### src/logic/srx_cfg.svh
// Function
// - keep 32-bit aborted-byte tally, upper two bytes readable as byte registers
// - tally may count bytes later dropped; no exclusion logic needed
// - request 0 to 1 copies counters to readable copy, then resets them
// - done flag sets after copy completes, clears when request returns to zero
// - bit 3 latches upper SAPI octet mismatch, cleared by read
// - bit 2 latches lower SAPI octet mismatch, cleared by read
// - bit 1 latches control field mismatch, cleared by read
// - bit 0 latches address field mismatch, cleared by read
// - each header mismatch flag interrupts only when same-position enable is set
// - low watermark byte position is register value times 32 times 2048
// - high watermark byte position is register value times 32 times 2048
// - bit 0 latches fill level crossing low watermark, cleared by read
// - bit 1 latches fill level crossing high watermark, cleared by read
// - bit 2 latches transmit queue overflow, cleared by read
// - bit 3 latches staging FIFO overflow, cleared by read
// - enables in bits 3..0 gate the queue flags at same positions
`ifndef SRX_CFG_SVH
`define SRX_CFG_SVH

// register indices; byte address is four times the index
`define SRX_IDX_ABORT_B2 10'h11e
`define SRX_IDX_ABORT_B3 10'h11f
`define SRX_IDX_SNAP_REQ 10'h120
`define SRX_IDX_SNAP_DONE 10'h121
`define SRX_IDX_X86_FLAGS 10'h122
`define SRX_IDX_X86_IRQ_EN 10'h123
`define SRX_IDX_TXQ_LOW 10'h124
`define SRX_IDX_TXQ_HIGH 10'h125
`define SRX_IDX_TXQ_IRQ_EN 10'h126
`define SRX_IDX_TXQ_FLAGS 10'h127

// field positions
`define SRX_BIT_SNAP 0
`define SRX_BIT_ADDR_MM 0
`define SRX_BIT_CTRL_MM 1
`define SRX_BIT_LSAPI_MM 2
`define SRX_BIT_USAPI_MM 3
`define SRX_BIT_LOW_X 0
`define SRX_BIT_HIGH_X 1
`define SRX_BIT_Q_OVF 2
`define SRX_BIT_F_OVF 3

// reset values
`define SRX_RST_BYTE 8'h00
`define SRX_RST_FLAGS 4'h0

// watermark unit: 32 packets of 2048 bytes
`define SRX_MARK_PKTS 32
`define SRX_MARK_PKT_BYTES 2048
`define SRX_MARK_SHIFT 16
`define SRX_LEVEL_W 24

`endif

### src/logic/srx_pkg.sv
package srx_pkg;

typedef logic [7:0] srx_byte_t;
typedef logic [3:0] srx_flags_t;

typedef enum logic [1:0] {
    SRX_IDLE,
    SRX_WR,
    SRX_RD_WAIT,
    SRX_RD_OUT
} srx_bus_e;

endpackage : srx_pkg

### src/logic/srx_regs.sv
// The AHB-Lite interface to the registers was chosen for this implementation.
`timescale 1ns/100ps
`include "srx_cfg.svh"

module srx_regs (
    // clock and reset
    input wire logic hclk,
    input wire logic hresetn,
    // ahb-lite slave
    input wire logic hsel,
    input wire logic [31:0] haddr,
    input wire logic [1:0] htrans,
    input wire logic hwrite,
    input wire logic [2:0] hsize,
    input wire logic [31:0] hwdata,
    input wire logic hready,
    output logic hreadyout,
    output logic hresp,
    output logic [31:0] hrdata,
    // receive abort tally
    input wire logic abort_byte_inc,
    output logic [15:0] aborted_byte_tally_low,
    output logic perf_snapshot_strobe,
    // received header check
    input wire logic hdr_valid,
    input wire logic [7:0] hdr_address,
    input wire logic [7:0] hdr_control,
    input wire logic [7:0] received_upper_sapi_octet,
    input wire logic [7:0] received_lower_sapi_octet,
    input wire logic [7:0] expected_address,
    input wire logic [7:0] expected_control,
    input wire logic [7:0] expected_upper_sapi,
    input wire logic [7:0] expected_lower_sapi,
    output logic x86_irq,
    // transmit queue
    input wire logic [23:0] txq_fill_level,
    input wire logic txq_overflow,
    input wire logic staging_fifo_overflow,
    output logic [23:0] queue_low_mark_bytes,
    output logic [23:0] queue_high_mark_bytes,
    output logic txq_irq
);

    srx_pkg::srx_bus_e state_q;
    srx_pkg::srx_bus_e state_d;
    logic [9:0] idx_q;
    logic [31:0] rdata_q;

    srx_pkg::srx_byte_t low_mark_q;
    srx_pkg::srx_byte_t high_mark_q;
    srx_pkg::srx_flags_t x86_en_q;
    srx_pkg::srx_flags_t txq_en_q;
    logic snap_req_q;
    logic snap_req_prev_q;
    logic snap_busy_q;
    logic snap_done_q;

    logic [31:0] tally_q;
    logic [31:0] tally_snap_q;
    logic above_low_q;
    logic above_high_q;
    srx_pkg::srx_flags_t x86_flags_q;
    srx_pkg::srx_flags_t txq_flags_q;

    // bus decode; hsize and the upper data bits go unchecked, every register sits alone in its word
    wire accept = hsel && htrans[1] && hready && (state_q != srx_pkg::SRX_RD_WAIT);
    wire [9:0] addr_idx = haddr[11:2];
    wire wr_en = (state_q == srx_pkg::SRX_WR);
    wire rd_now = (state_q == srx_pkg::SRX_RD_WAIT);
    wire [7:0] wbyte = hwdata[7:0];

    wire wr_snap = wr_en && (idx_q == `SRX_IDX_SNAP_REQ);
    wire wr_x86_en = wr_en && (idx_q == `SRX_IDX_X86_IRQ_EN);
    wire wr_low = wr_en && (idx_q == `SRX_IDX_TXQ_LOW);
    wire wr_high = wr_en && (idx_q == `SRX_IDX_TXQ_HIGH);
    wire wr_txq_en = wr_en && (idx_q == `SRX_IDX_TXQ_IRQ_EN);

    wire rd_x86_flags = rd_now && (idx_q == `SRX_IDX_X86_FLAGS);
    wire rd_txq_flags = rd_now && (idx_q == `SRX_IDX_TXQ_FLAGS);

    // one wait state on reads so a preceding write is always seen
    assign hreadyout = (state_q != srx_pkg::SRX_RD_WAIT);
    assign hresp = 1'b0;
    assign hrdata = rdata_q;

    always_comb
    begin
        state_d = srx_pkg::SRX_IDLE;
        case (state_q)
            srx_pkg::SRX_RD_WAIT:
            begin
                state_d = srx_pkg::SRX_RD_OUT;
            end
            srx_pkg::SRX_IDLE, srx_pkg::SRX_WR, srx_pkg::SRX_RD_OUT:
            begin
                if (accept)
                begin
                    state_d = hwrite ? srx_pkg::SRX_WR : srx_pkg::SRX_RD_WAIT;
                end
            end
            default:
            begin
                state_d = srx_pkg::SRX_IDLE;
            end
        endcase
    end

    // read mux; unmapped indices read zero
    logic [7:0] rd_byte;
    always_comb
    begin
        rd_byte = 8'h00;
        case (idx_q)
            `SRX_IDX_ABORT_B2: rd_byte = tally_snap_q[23:16];
            `SRX_IDX_ABORT_B3: rd_byte = tally_snap_q[31:24];
            `SRX_IDX_SNAP_REQ: rd_byte = {7'h00, snap_req_q};
            `SRX_IDX_SNAP_DONE: rd_byte = {7'h00, snap_done_q};
            `SRX_IDX_X86_FLAGS: rd_byte = {4'h0, x86_flags_q};
            `SRX_IDX_X86_IRQ_EN: rd_byte = {4'h0, x86_en_q};
            `SRX_IDX_TXQ_LOW: rd_byte = low_mark_q;
            `SRX_IDX_TXQ_HIGH: rd_byte = high_mark_q;
            `SRX_IDX_TXQ_IRQ_EN: rd_byte = {4'h0, txq_en_q};
            `SRX_IDX_TXQ_FLAGS: rd_byte = {4'h0, txq_flags_q};
            default: rd_byte = 8'h00;
        endcase
    end

    always_ff @(posedge hclk or negedge hresetn)
    begin
        if (!hresetn)
        begin
            state_q <= srx_pkg::SRX_IDLE;
        end
        else
        begin
            state_q <= state_d;
        end
    end

    always_ff @(posedge hclk or negedge hresetn)
    begin
        if (!hresetn)
        begin
            idx_q <= 10'h000;
        end
        else if (accept)
        begin
            idx_q <= addr_idx;
        end
    end

    // captured in the stall cycle, on the same edge that clears any read flags
    always_ff @(posedge hclk or negedge hresetn)
    begin
        if (!hresetn)
        begin
            rdata_q <= 32'h0000_0000;
        end
        else if (rd_now)
        begin
            rdata_q <= {24'h00_0000, rd_byte};
        end
    end

    // writable registers
    always_ff @(posedge hclk or negedge hresetn)
    begin
        if (!hresetn)
        begin
            low_mark_q <= `SRX_RST_BYTE;
        end
        else if (wr_low)
        begin
            low_mark_q <= wbyte;
        end
    end

    always_ff @(posedge hclk or negedge hresetn)
    begin
        if (!hresetn)
        begin
            high_mark_q <= `SRX_RST_BYTE;
        end
        else if (wr_high)
        begin
            high_mark_q <= wbyte;
        end
    end

    always_ff @(posedge hclk or negedge hresetn)
    begin
        if (!hresetn)
        begin
            x86_en_q <= `SRX_RST_FLAGS;
        end
        else if (wr_x86_en)
        begin
            x86_en_q <= wbyte[3:0];
        end
    end

    always_ff @(posedge hclk or negedge hresetn)
    begin
        if (!hresetn)
        begin
            txq_en_q <= `SRX_RST_FLAGS;
        end
        else if (wr_txq_en)
        begin
            txq_en_q <= wbyte[3:0];
        end
    end

    always_ff @(posedge hclk or negedge hresetn)
    begin
        if (!hresetn)
        begin
            snap_req_q <= 1'b0;
        end
        else if (wr_snap)
        begin
            snap_req_q <= wbyte[`SRX_BIT_SNAP];
        end
    end

    // snapshot: copy and restart happen in one edge, done follows one edge later
    wire snap_pulse = snap_req_q && !snap_req_prev_q;
    assign perf_snapshot_strobe = snap_pulse;

    // every counted byte is kept, even ones dropped further on
    wire [31:0] tally_inc = {31'h0000_0000, abort_byte_inc};

    // byte arriving on the copy edge starts the new period
    wire [31:0] tally_d = snap_pulse ? tally_inc : (tally_q + tally_inc);

    logic snap_done_d;
    always_comb
    begin
        snap_done_d = snap_done_q;
        if (!snap_req_q)
        begin
            snap_done_d = 1'b0;
        end
        else if (snap_busy_q)
        begin
            snap_done_d = 1'b1;
        end
    end

    always_ff @(posedge hclk or negedge hresetn)
    begin
        if (!hresetn)
        begin
            tally_q <= 32'h0000_0000;
        end
        else
        begin
            tally_q <= tally_d;
        end
    end

    always_ff @(posedge hclk or negedge hresetn)
    begin
        if (!hresetn)
        begin
            tally_snap_q <= 32'h0000_0000;
        end
        else if (snap_pulse)
        begin
            tally_snap_q <= tally_q;
        end
    end

    always_ff @(posedge hclk or negedge hresetn)
    begin
        if (!hresetn)
        begin
            snap_req_prev_q <= 1'b0;
        end
        else
        begin
            snap_req_prev_q <= snap_req_q;
        end
    end

    always_ff @(posedge hclk or negedge hresetn)
    begin
        if (!hresetn)
        begin
            snap_busy_q <= 1'b0;
        end
        else
        begin
            snap_busy_q <= snap_pulse;
        end
    end

    always_ff @(posedge hclk or negedge hresetn)
    begin
        if (!hresetn)
        begin
            snap_done_q <= 1'b0;
        end
        else
        begin
            snap_done_q <= snap_done_d;
        end
    end

    assign aborted_byte_tally_low = tally_snap_q[15:0];

    // header mismatch events
    srx_pkg::srx_flags_t x86_set;
    assign x86_set[`SRX_BIT_ADDR_MM] = hdr_valid && (hdr_address != expected_address);
    assign x86_set[`SRX_BIT_CTRL_MM] = hdr_valid && (hdr_control != expected_control);
    assign x86_set[`SRX_BIT_LSAPI_MM] =
        hdr_valid && (received_lower_sapi_octet != expected_lower_sapi);
    assign x86_set[`SRX_BIT_USAPI_MM] =
        hdr_valid && (received_upper_sapi_octet != expected_upper_sapi);

    // watermarks: value shifted by 16 equals value times 32 times 2048
    assign queue_low_mark_bytes = {low_mark_q, 16'h0000};
    assign queue_high_mark_bytes = {high_mark_q, 16'h0000};

    wire above_low = (txq_fill_level >= queue_low_mark_bytes);
    wire above_high = (txq_fill_level >= queue_high_mark_bytes);

    // a crossing in either direction counts
    srx_pkg::srx_flags_t txq_set;
    assign txq_set[`SRX_BIT_LOW_X] = above_low ^ above_low_q;
    assign txq_set[`SRX_BIT_HIGH_X] = above_high ^ above_high_q;
    assign txq_set[`SRX_BIT_Q_OVF] = txq_overflow;
    assign txq_set[`SRX_BIT_F_OVF] = staging_fifo_overflow;

    // clear-on-read per flag bit; set beats clear so no event is lost
    srx_pkg::srx_flags_t x86_flags_d;
    srx_pkg::srx_flags_t txq_flags_d;
    genvar gi;
    generate
        for (gi = 0; gi < 4; gi = gi + 1)
        begin : g_flag
            assign x86_flags_d[gi] = (x86_flags_q[gi] && !rd_x86_flags) || x86_set[gi];
            assign txq_flags_d[gi] = (txq_flags_q[gi] && !rd_txq_flags) || txq_set[gi];
        end
    endgenerate

    always_ff @(posedge hclk or negedge hresetn)
    begin
        if (!hresetn)
        begin
            x86_flags_q <= `SRX_RST_FLAGS;
            txq_flags_q <= `SRX_RST_FLAGS;
        end
        else
        begin
            x86_flags_q <= x86_flags_d;
            txq_flags_q <= txq_flags_d;
        end
    end

    // fill history starts as "below" so a queue already past a mark flags once
    always_ff @(posedge hclk or negedge hresetn)
    begin
        if (!hresetn)
        begin
            above_low_q <= 1'b0;
        end
        else
        begin
            above_low_q <= above_low;
        end
    end

    always_ff @(posedge hclk or negedge hresetn)
    begin
        if (!hresetn)
        begin
            above_high_q <= 1'b0;
        end
        else
        begin
            above_high_q <= above_high;
        end
    end

    // levels, not pulses: they drop on the read stall edge that clears the flag
    assign x86_irq = |(x86_flags_q & x86_en_q);
    assign txq_irq = |(txq_flags_q & txq_en_q);

endmodule : srx_regs

### config.mk
export PLATFORM = sky130hd
export DESIGN_NAME = srx_regs
export DESIGN_NICKNAME = d
export VERILOG_FILES = /design/src/logic/srx_pkg.sv /design/src/logic/srx_regs.sv
export VERILOG_INCLUDE_DIRS = /design/src /design/src/logic
export SDC_FILE = /design/constraint.sdc
export NUM_CORES = 1
export LEC_CHECK = 0
export ABC_AREA = 1
export BUFFER_PORTS_ARGS = -buffer_cell sky130_fd_sc_hd__buf_4
export CAP_MARGIN = 25
export CORE_MARGIN = 3
export CORE_UTILIZATION = 45
export DETAILED_ROUTE_END_ITERATION = 8
export GPL_TIMING_DRIVEN = 0
export PLACE_DENSITY = 0.77
export SKIP_CTS_REPAIR_TIMING = 1
export SLEW_MARGIN = 5
export SYNTH_ARGS = -nofsm -noshare
export SYNTH_HDL_FRONTEND = slang
export SYNTH_SLANG_ARGS = --single-unit
### constraint.sdc
create_clock -name hclk -period 1.6 [get_ports hclk]
set_clock_uncertainty 0.15 [all_clocks]
set_input_delay 0.08 -clock hclk [delete_from_list [all_inputs] [get_ports hclk]]
set_output_delay 0.08 -clock hclk [all_outputs]
set_load 0.01 [all_outputs]
; ---- After elaboration in Yosys (flattened, before gate mapping)
; Index checks and enable logic that the tools add are counted.
[totals]
ff_bits = 122
in_bits = 166
wordCells = 88
[op_classes]
n_addsub = 1
order_cmp = 2
eq_ne = 19
muxes = 7
bitwise = 4
n_reduce_logical = 38
[ops]
columns = operator, n
row1 = 10-bit by 9-bit equality test with 1-bit output (second input constant), 10
row2 = 8-bit one-hot mux with 10 select lines, 1
row3 = 24-bit greater-or-equal comparator, 2
row4 = 32-bit by 1-bit adder with 32-bit output, 1
row5 = 32-bit two-way mux, 1
row6 = 8-bit != test, 4
row7 = 1-bit logical AND, 23
row8 = 4-bit AND, 2
row9 = 1-bit logical OR, 8
row10 = 4-bit OR reduction, 2
row11 = 2-bit equality test (second input constant), 2
row12 = 2-bit two-way mux, 2
row13 = 2-bit one-hot mux with 2 select lines, 1
row14 = 1-bit zero test, 3
row15 = 3-bit OR reduction, 1
row16 = 2-bit by 1-bit equality test with 1-bit output (second input constant), 1
row17 = 2-bit zero test, 1
row18 = 1-bit two-way mux, 2
row19 = 2-bit by 1-bit != test with 1-bit output (second input constant), 1
row20 = 2-bit != test (second input constant), 1
row21 = 1-bit bitwise XOR, 2

; ---- Longest topological paths before layout
[depth]
word_depth = 5
mapped_depth = 14
depth_no_buf = 14

; ---- Least setup slack after synthesis
; Ideal clock, no wire load.
[synth_path]
path_kind = reg2reg
startpoint = register tally_q[0]
endpoint = register tally_q[24]
setup_time_ns = 0.120
arrival_ns = 1.451
required_time_ns = 1.330
setup_slack_ns = -0.121
path_stages_with_launch = 12
path_buffers = 0
period_less_slack_ns = 1.721
path_cell_list = dfrtp_1 -> ha_1 -> ha_1 -> nand2_1 -> inv_2 -> nand2_4 -> nor2_4 -> nand3b_2 -> nor2_2 -> nand2_1 -> o21ai_0 -> nor2_1
[synth_via]
elab_chain_cells = 2
[synth_rtl]
columns = element, line
row1 = from (decl), srx_regs.sv:58  ; logic [31:0] tally_q;
row2 = from (signal assigned), srx_regs.sv:258  ; tally_q <= tally_d;
row3 = 32-bit by 1-bit adder with 32-bit output, srx_regs.sv:234  ; wire [31:0] tally_d = snap_pulse ? tally_inc : (tally_q + tally_inc);
row4 = 32-bit two-way mux, srx_regs.sv:234
row5 = net tally_d[24], srx_regs.sv:234
; The timed path passes the listed nets, and every way through them passes these cells.
; A chain may end at the register's enable or synchronous reset.

; ---- Final worst setup path
[layout_path]
startpoint = register tally_q[0]
endpoint = register tally_q[18]
; The elaborated chain is that of the path after synthesis.

==> summary.md <==
| Metric | Value |
|---|---|
| Routed wire length per instance | `around 17 µm` |
| Reg2reg start | `tally_q[0]` |
| P_sw | `2950 µW` |
| Global Route Usage Sum | `0.216` |
| Final worst path period need | `a little under 2 ns` |
| Cells on Worst Hold Path | `3` |
| Crit Path Max Fanout | `4` |
| Max Cap Viol | `0` |
| Clk root buf | `clkbuf_16` |
| Most frequent cells in the layout | `281 x buf_4, 183 x nand2_1, 117 x dfrtp_1, 79 x dlygate4sd3_1, 75 x inv_1` |
| Io pins | `267` |
| WP buf/inv | `4` |
| Mean Syn Cell Area | `7.80 µm²` |
| FF+latch count, synth | `between 100 and 150` |
| Worst path slowest cell | `dfrtp_1` |
| CTS tree | `yes` |
| Largest stage delay, worst path | `approximately 0.4 ns` |
| Share of the yosys chip area belonging to registers | `0.431` |
| CP dominant cell by count | `nand2_4` |
| Fin. max-slew vios | `0` |
| GPL Wtd Cong | `around 0.9` |
| Setup CP Type | `reg -> reg` |
| Routed vias/inst | `roughly 5.2` |
| Setup crit start kind | `flop` |
| Pwr Density | `864 nW/µm²` |
| Clk network pwr share | `0.416` |
| Library cells used by synthesis | `36` |
| Slew margin rel. | `0.652` |
| Clock Sink Count | `122` |
| Worst-path clk slew | `0.06 ns` |
| Placed cell area | `8810 µm²` |
| Synthesis-to-layout area growth | `62.4%` |
| Leakage Power | `between 0.005 and 0.006 µW` |
| Via count of the routed design | `roughly 7800` |
| Die area | `between 15000 and 20000 µm²` |
| Post-route cell area | `11500 µm²` |
| RSZ-0062 raised after global routing | `true` |
| Global-route wire length before repair | `30.5 mm` |
| Max Freq | `508 MHz` |
| Initial antenna violation count | `0` |
| Die Wd | `approximately 130 µm` |
| Initial DRT Pass Iterations | `6` |
| Min-Delay Endpoint | `tally_q[0]` |
| Tightest Pin Transition | `roughly 0.52 ns` |
| Logic pwr share | `0.230` |
| Peak supply drop | `approximately 650 µV` |
| Share of layout cells above drive strength 1 | `0.388` |
| Setup violators final | `52` |
| Clock tree buffer depth | `2` |
| Synth Cell Area | `7080 µm²` |
| Status | `complete, but fails checks` |
| Dpl hpwl | `14.2 mm` |
| Vias in the first global route | `~6300` |
| Final period util | `1.23` |
| Largest net degree at the start of global routing | `99` |
| Placed insts | `1334` |
| Post-layout net count | `1477` |
| Sequential power share | `0.354` |
| H-Tree Depth | `4` |
| Initial Utilization | `0.462` |
| Final Hold Fails | `3` |
| Min Hold Slack | `-0.232 ns` |
| DRC viols | `0` |
| Worst hold path type | `in -> reg` |
| Sw frac | `0.297` |
| HP Start | `abort_byte_inc` |
| Failing checks | `negative hold slack, negative setup slack` |
| Synth Instances | `between 900 and 1000` |
| Grt ovf | `0` |
| CP required | `1.79 ns` |
| Die Ht | `roughly 130 µm` |
| IO buf count | `about 160` |
| Critical R2R Capture | `tally_q[18]` |
| Non-Filler Instances | `~1500` |
| Most common cell after layout, fill and taps aside | `buf_4` |
| Drt total wl | `25.9 mm` |
| Critical-path cell list | `ha_4, ha_4, nand2_4, inv_4, nand2_4, nor2_4, nand2_4, nor2_4, buf_4, buf_6, buf_6, o21ai_2, a21oi_2` |
| Internal | `6980 µW` |
| Crit. End Element | `flop` |
| CP delay by family, top | `simple AND/OR/NAND/NOR gates` |
| Row count | `45` |
| Remaining antenna violation count | `0` |
| Iter 0 DRT Violations | `685` |
| CP arrival | `2.16 ns` |
| Worst-Skew Late Latency | `0.42 ns` |
| Core ar. | `15300 µm²` |
| Synth warn | `0` |
| CTS Buf Count | `17` |
| R2r setup slk | `-0.37 ns` |
| R2R depth | `13` |
| Final worst slack | `-0.369 ns` |
## Yosys cell counts
master / number / area share
nand2_1: 215 / 0.11
dfrtp_1: 122 / 0.43
inv_1: 94 / 0.050
o21ai_0: 88 / 0.062
nor2_1: 83 / 0.044
buf_4: 74 / 0.079
a21oi_1: 38 / 0.027
nand3_1: 32 / 0.023
nand4_1: 24 / 0.021
xnor2_1: 22 / 0.027
ha_1: 18 / 0.032
nor3_1: 12 / 0.0085
clkbuf_1: 10 / 0.0053
nor2_4: 10 / 0.016
o21ai_1: 9 / 0.0064
inv_2: 8 / 0.0042
nand2_2: 7 / 0.0062
nor2_2: 6 / 0.0053
or2_2: 5 / 0.0044
xor2_1: 5 / 0.0062
o21a_1: 3 / 0.0032
a31oi_1: 2 / 0.0018
buf_2: 2 / 0.0014
nand3_2: 2 / 0.0028
nor3b_1: 2 / 0.0021
nor4_1: 2 / 0.0018
o21bai_1: 2 / 0.0021
o22ai_1: 2 / 0.0018
a211oi_1: 1 / 0.0011
buf_6: 1 / 0.0016
conb_1: 1 / 0.00053
nand2_4: 1 / 0.0016
nand3b_2: 1 / 0.0016
nand4_2: 1 / 0.0018
nor3_2: 1 / 0.0014
o31ai_1: 1 / 0.0011
## metal layers
layer | vias up | track usage | share of wire
li1 | 3571 | - | -
met1 | 3707 | 0.261 | 0.36
met2 | 426 | 0.371 | 0.52
met3 | 137 | 0.0620 | 0.065
met4 | 0 | 0.0700 | 0.053
met5 | - | 0 | 0
## state kept, by name (all words and copies together), names as in the netlist, 2 cells and up
signal,flops
tally_q,32
high_mark_q,8
state_q,2
hrdata,8
idx_q,10
txq_flags_q,4
x86_flags_q,4
x86_en_q,4
tally_snap_q,32
txq_en_q,4
low_mark_q,8
## power by group through the flow
stage / registers, µW / clock network (µW) / logic (µW)
finish: 3520 / 4130 / 2280
global route: 3540 / 4330 / 2450
CTS: 3430 / 4170 / 1520
detailed placement: 3490 / 0 / 1510
global placement: 3480 / 0 / 1460
floorplan: 3460 / 0 / 923
## area by class of cell
cell class | count | area (µm²)
Fill cell | 940 | 3820
Clock buffer | 19 | 443
Buffer | 87 | 659
Sequential cell | 122 | 3060
Multi-Input combinational cell | 653 | 3830
Clock inverter | 13 | 190
Timing Repair Buffer | 310 | 2650
Inverter | 102 | 385
Tap cell | 211 | 264
Antenna cell | 1 | 2.50
## worst register-to-register path: stages (launching register included)
cell,delay [ns]
dfrtp_1,0.41
ha_4,0.17
ha_4,0.14
nand2_4,0.05
inv_4,0.08
nand2_4,0.07
nor2_4,0.13
nand2_4,0.07
nor2_4,0.13
buf_4,0.13
buf_6,0.08
buf_6,0.09
o21ai_2,0.05
a21oi_2,0.13
## through the flow
step / setup slack [ns] / total power (µW) / util / setup TNS, ns
2_1_floorplan: -0.0796 / 4380 / - / -0.221
3_3_place_gp: -0.235 / 4940 / 0.573 / -13.69
3_5_place_dp: -0.276 / 4990 / 0.575 / -10.76
4_1_cts: -0.647 / 9130 / 0.616 / -13.17
5_1_grt: -0.428 / 10300 / 0.750 / -11.44
6_report: -0.369 / 9930 / 0.750 / -8.08
## worst max-delay path by stage
stage / from / endpoint / depth (start not counted)
final: tally_q[0] / tally_q[18] / 13
after global routing: tally_q[0] / tally_q[26] / 14
after global placement: tally_q[0] / tally_q[26] / 13
after floorplan: tally_q[0] / tally_q[24] / 11
after CTS: snap_req_q / perf_snapshot_strobe / 4
after detailed placement: tally_q[0] / tally_q[26] / 14
## cells by family after synthesis
kind of cell,synth area share
xor gates and xnor gates,0.0334
DFF,0.431
adders and majority gates,0.0318
other,0.000530
buffers and inverters,0.141
and+or+nand+nor,0.255
AOI/OAI and AO/OA,0.106
(Power assumes the default switching activity.)
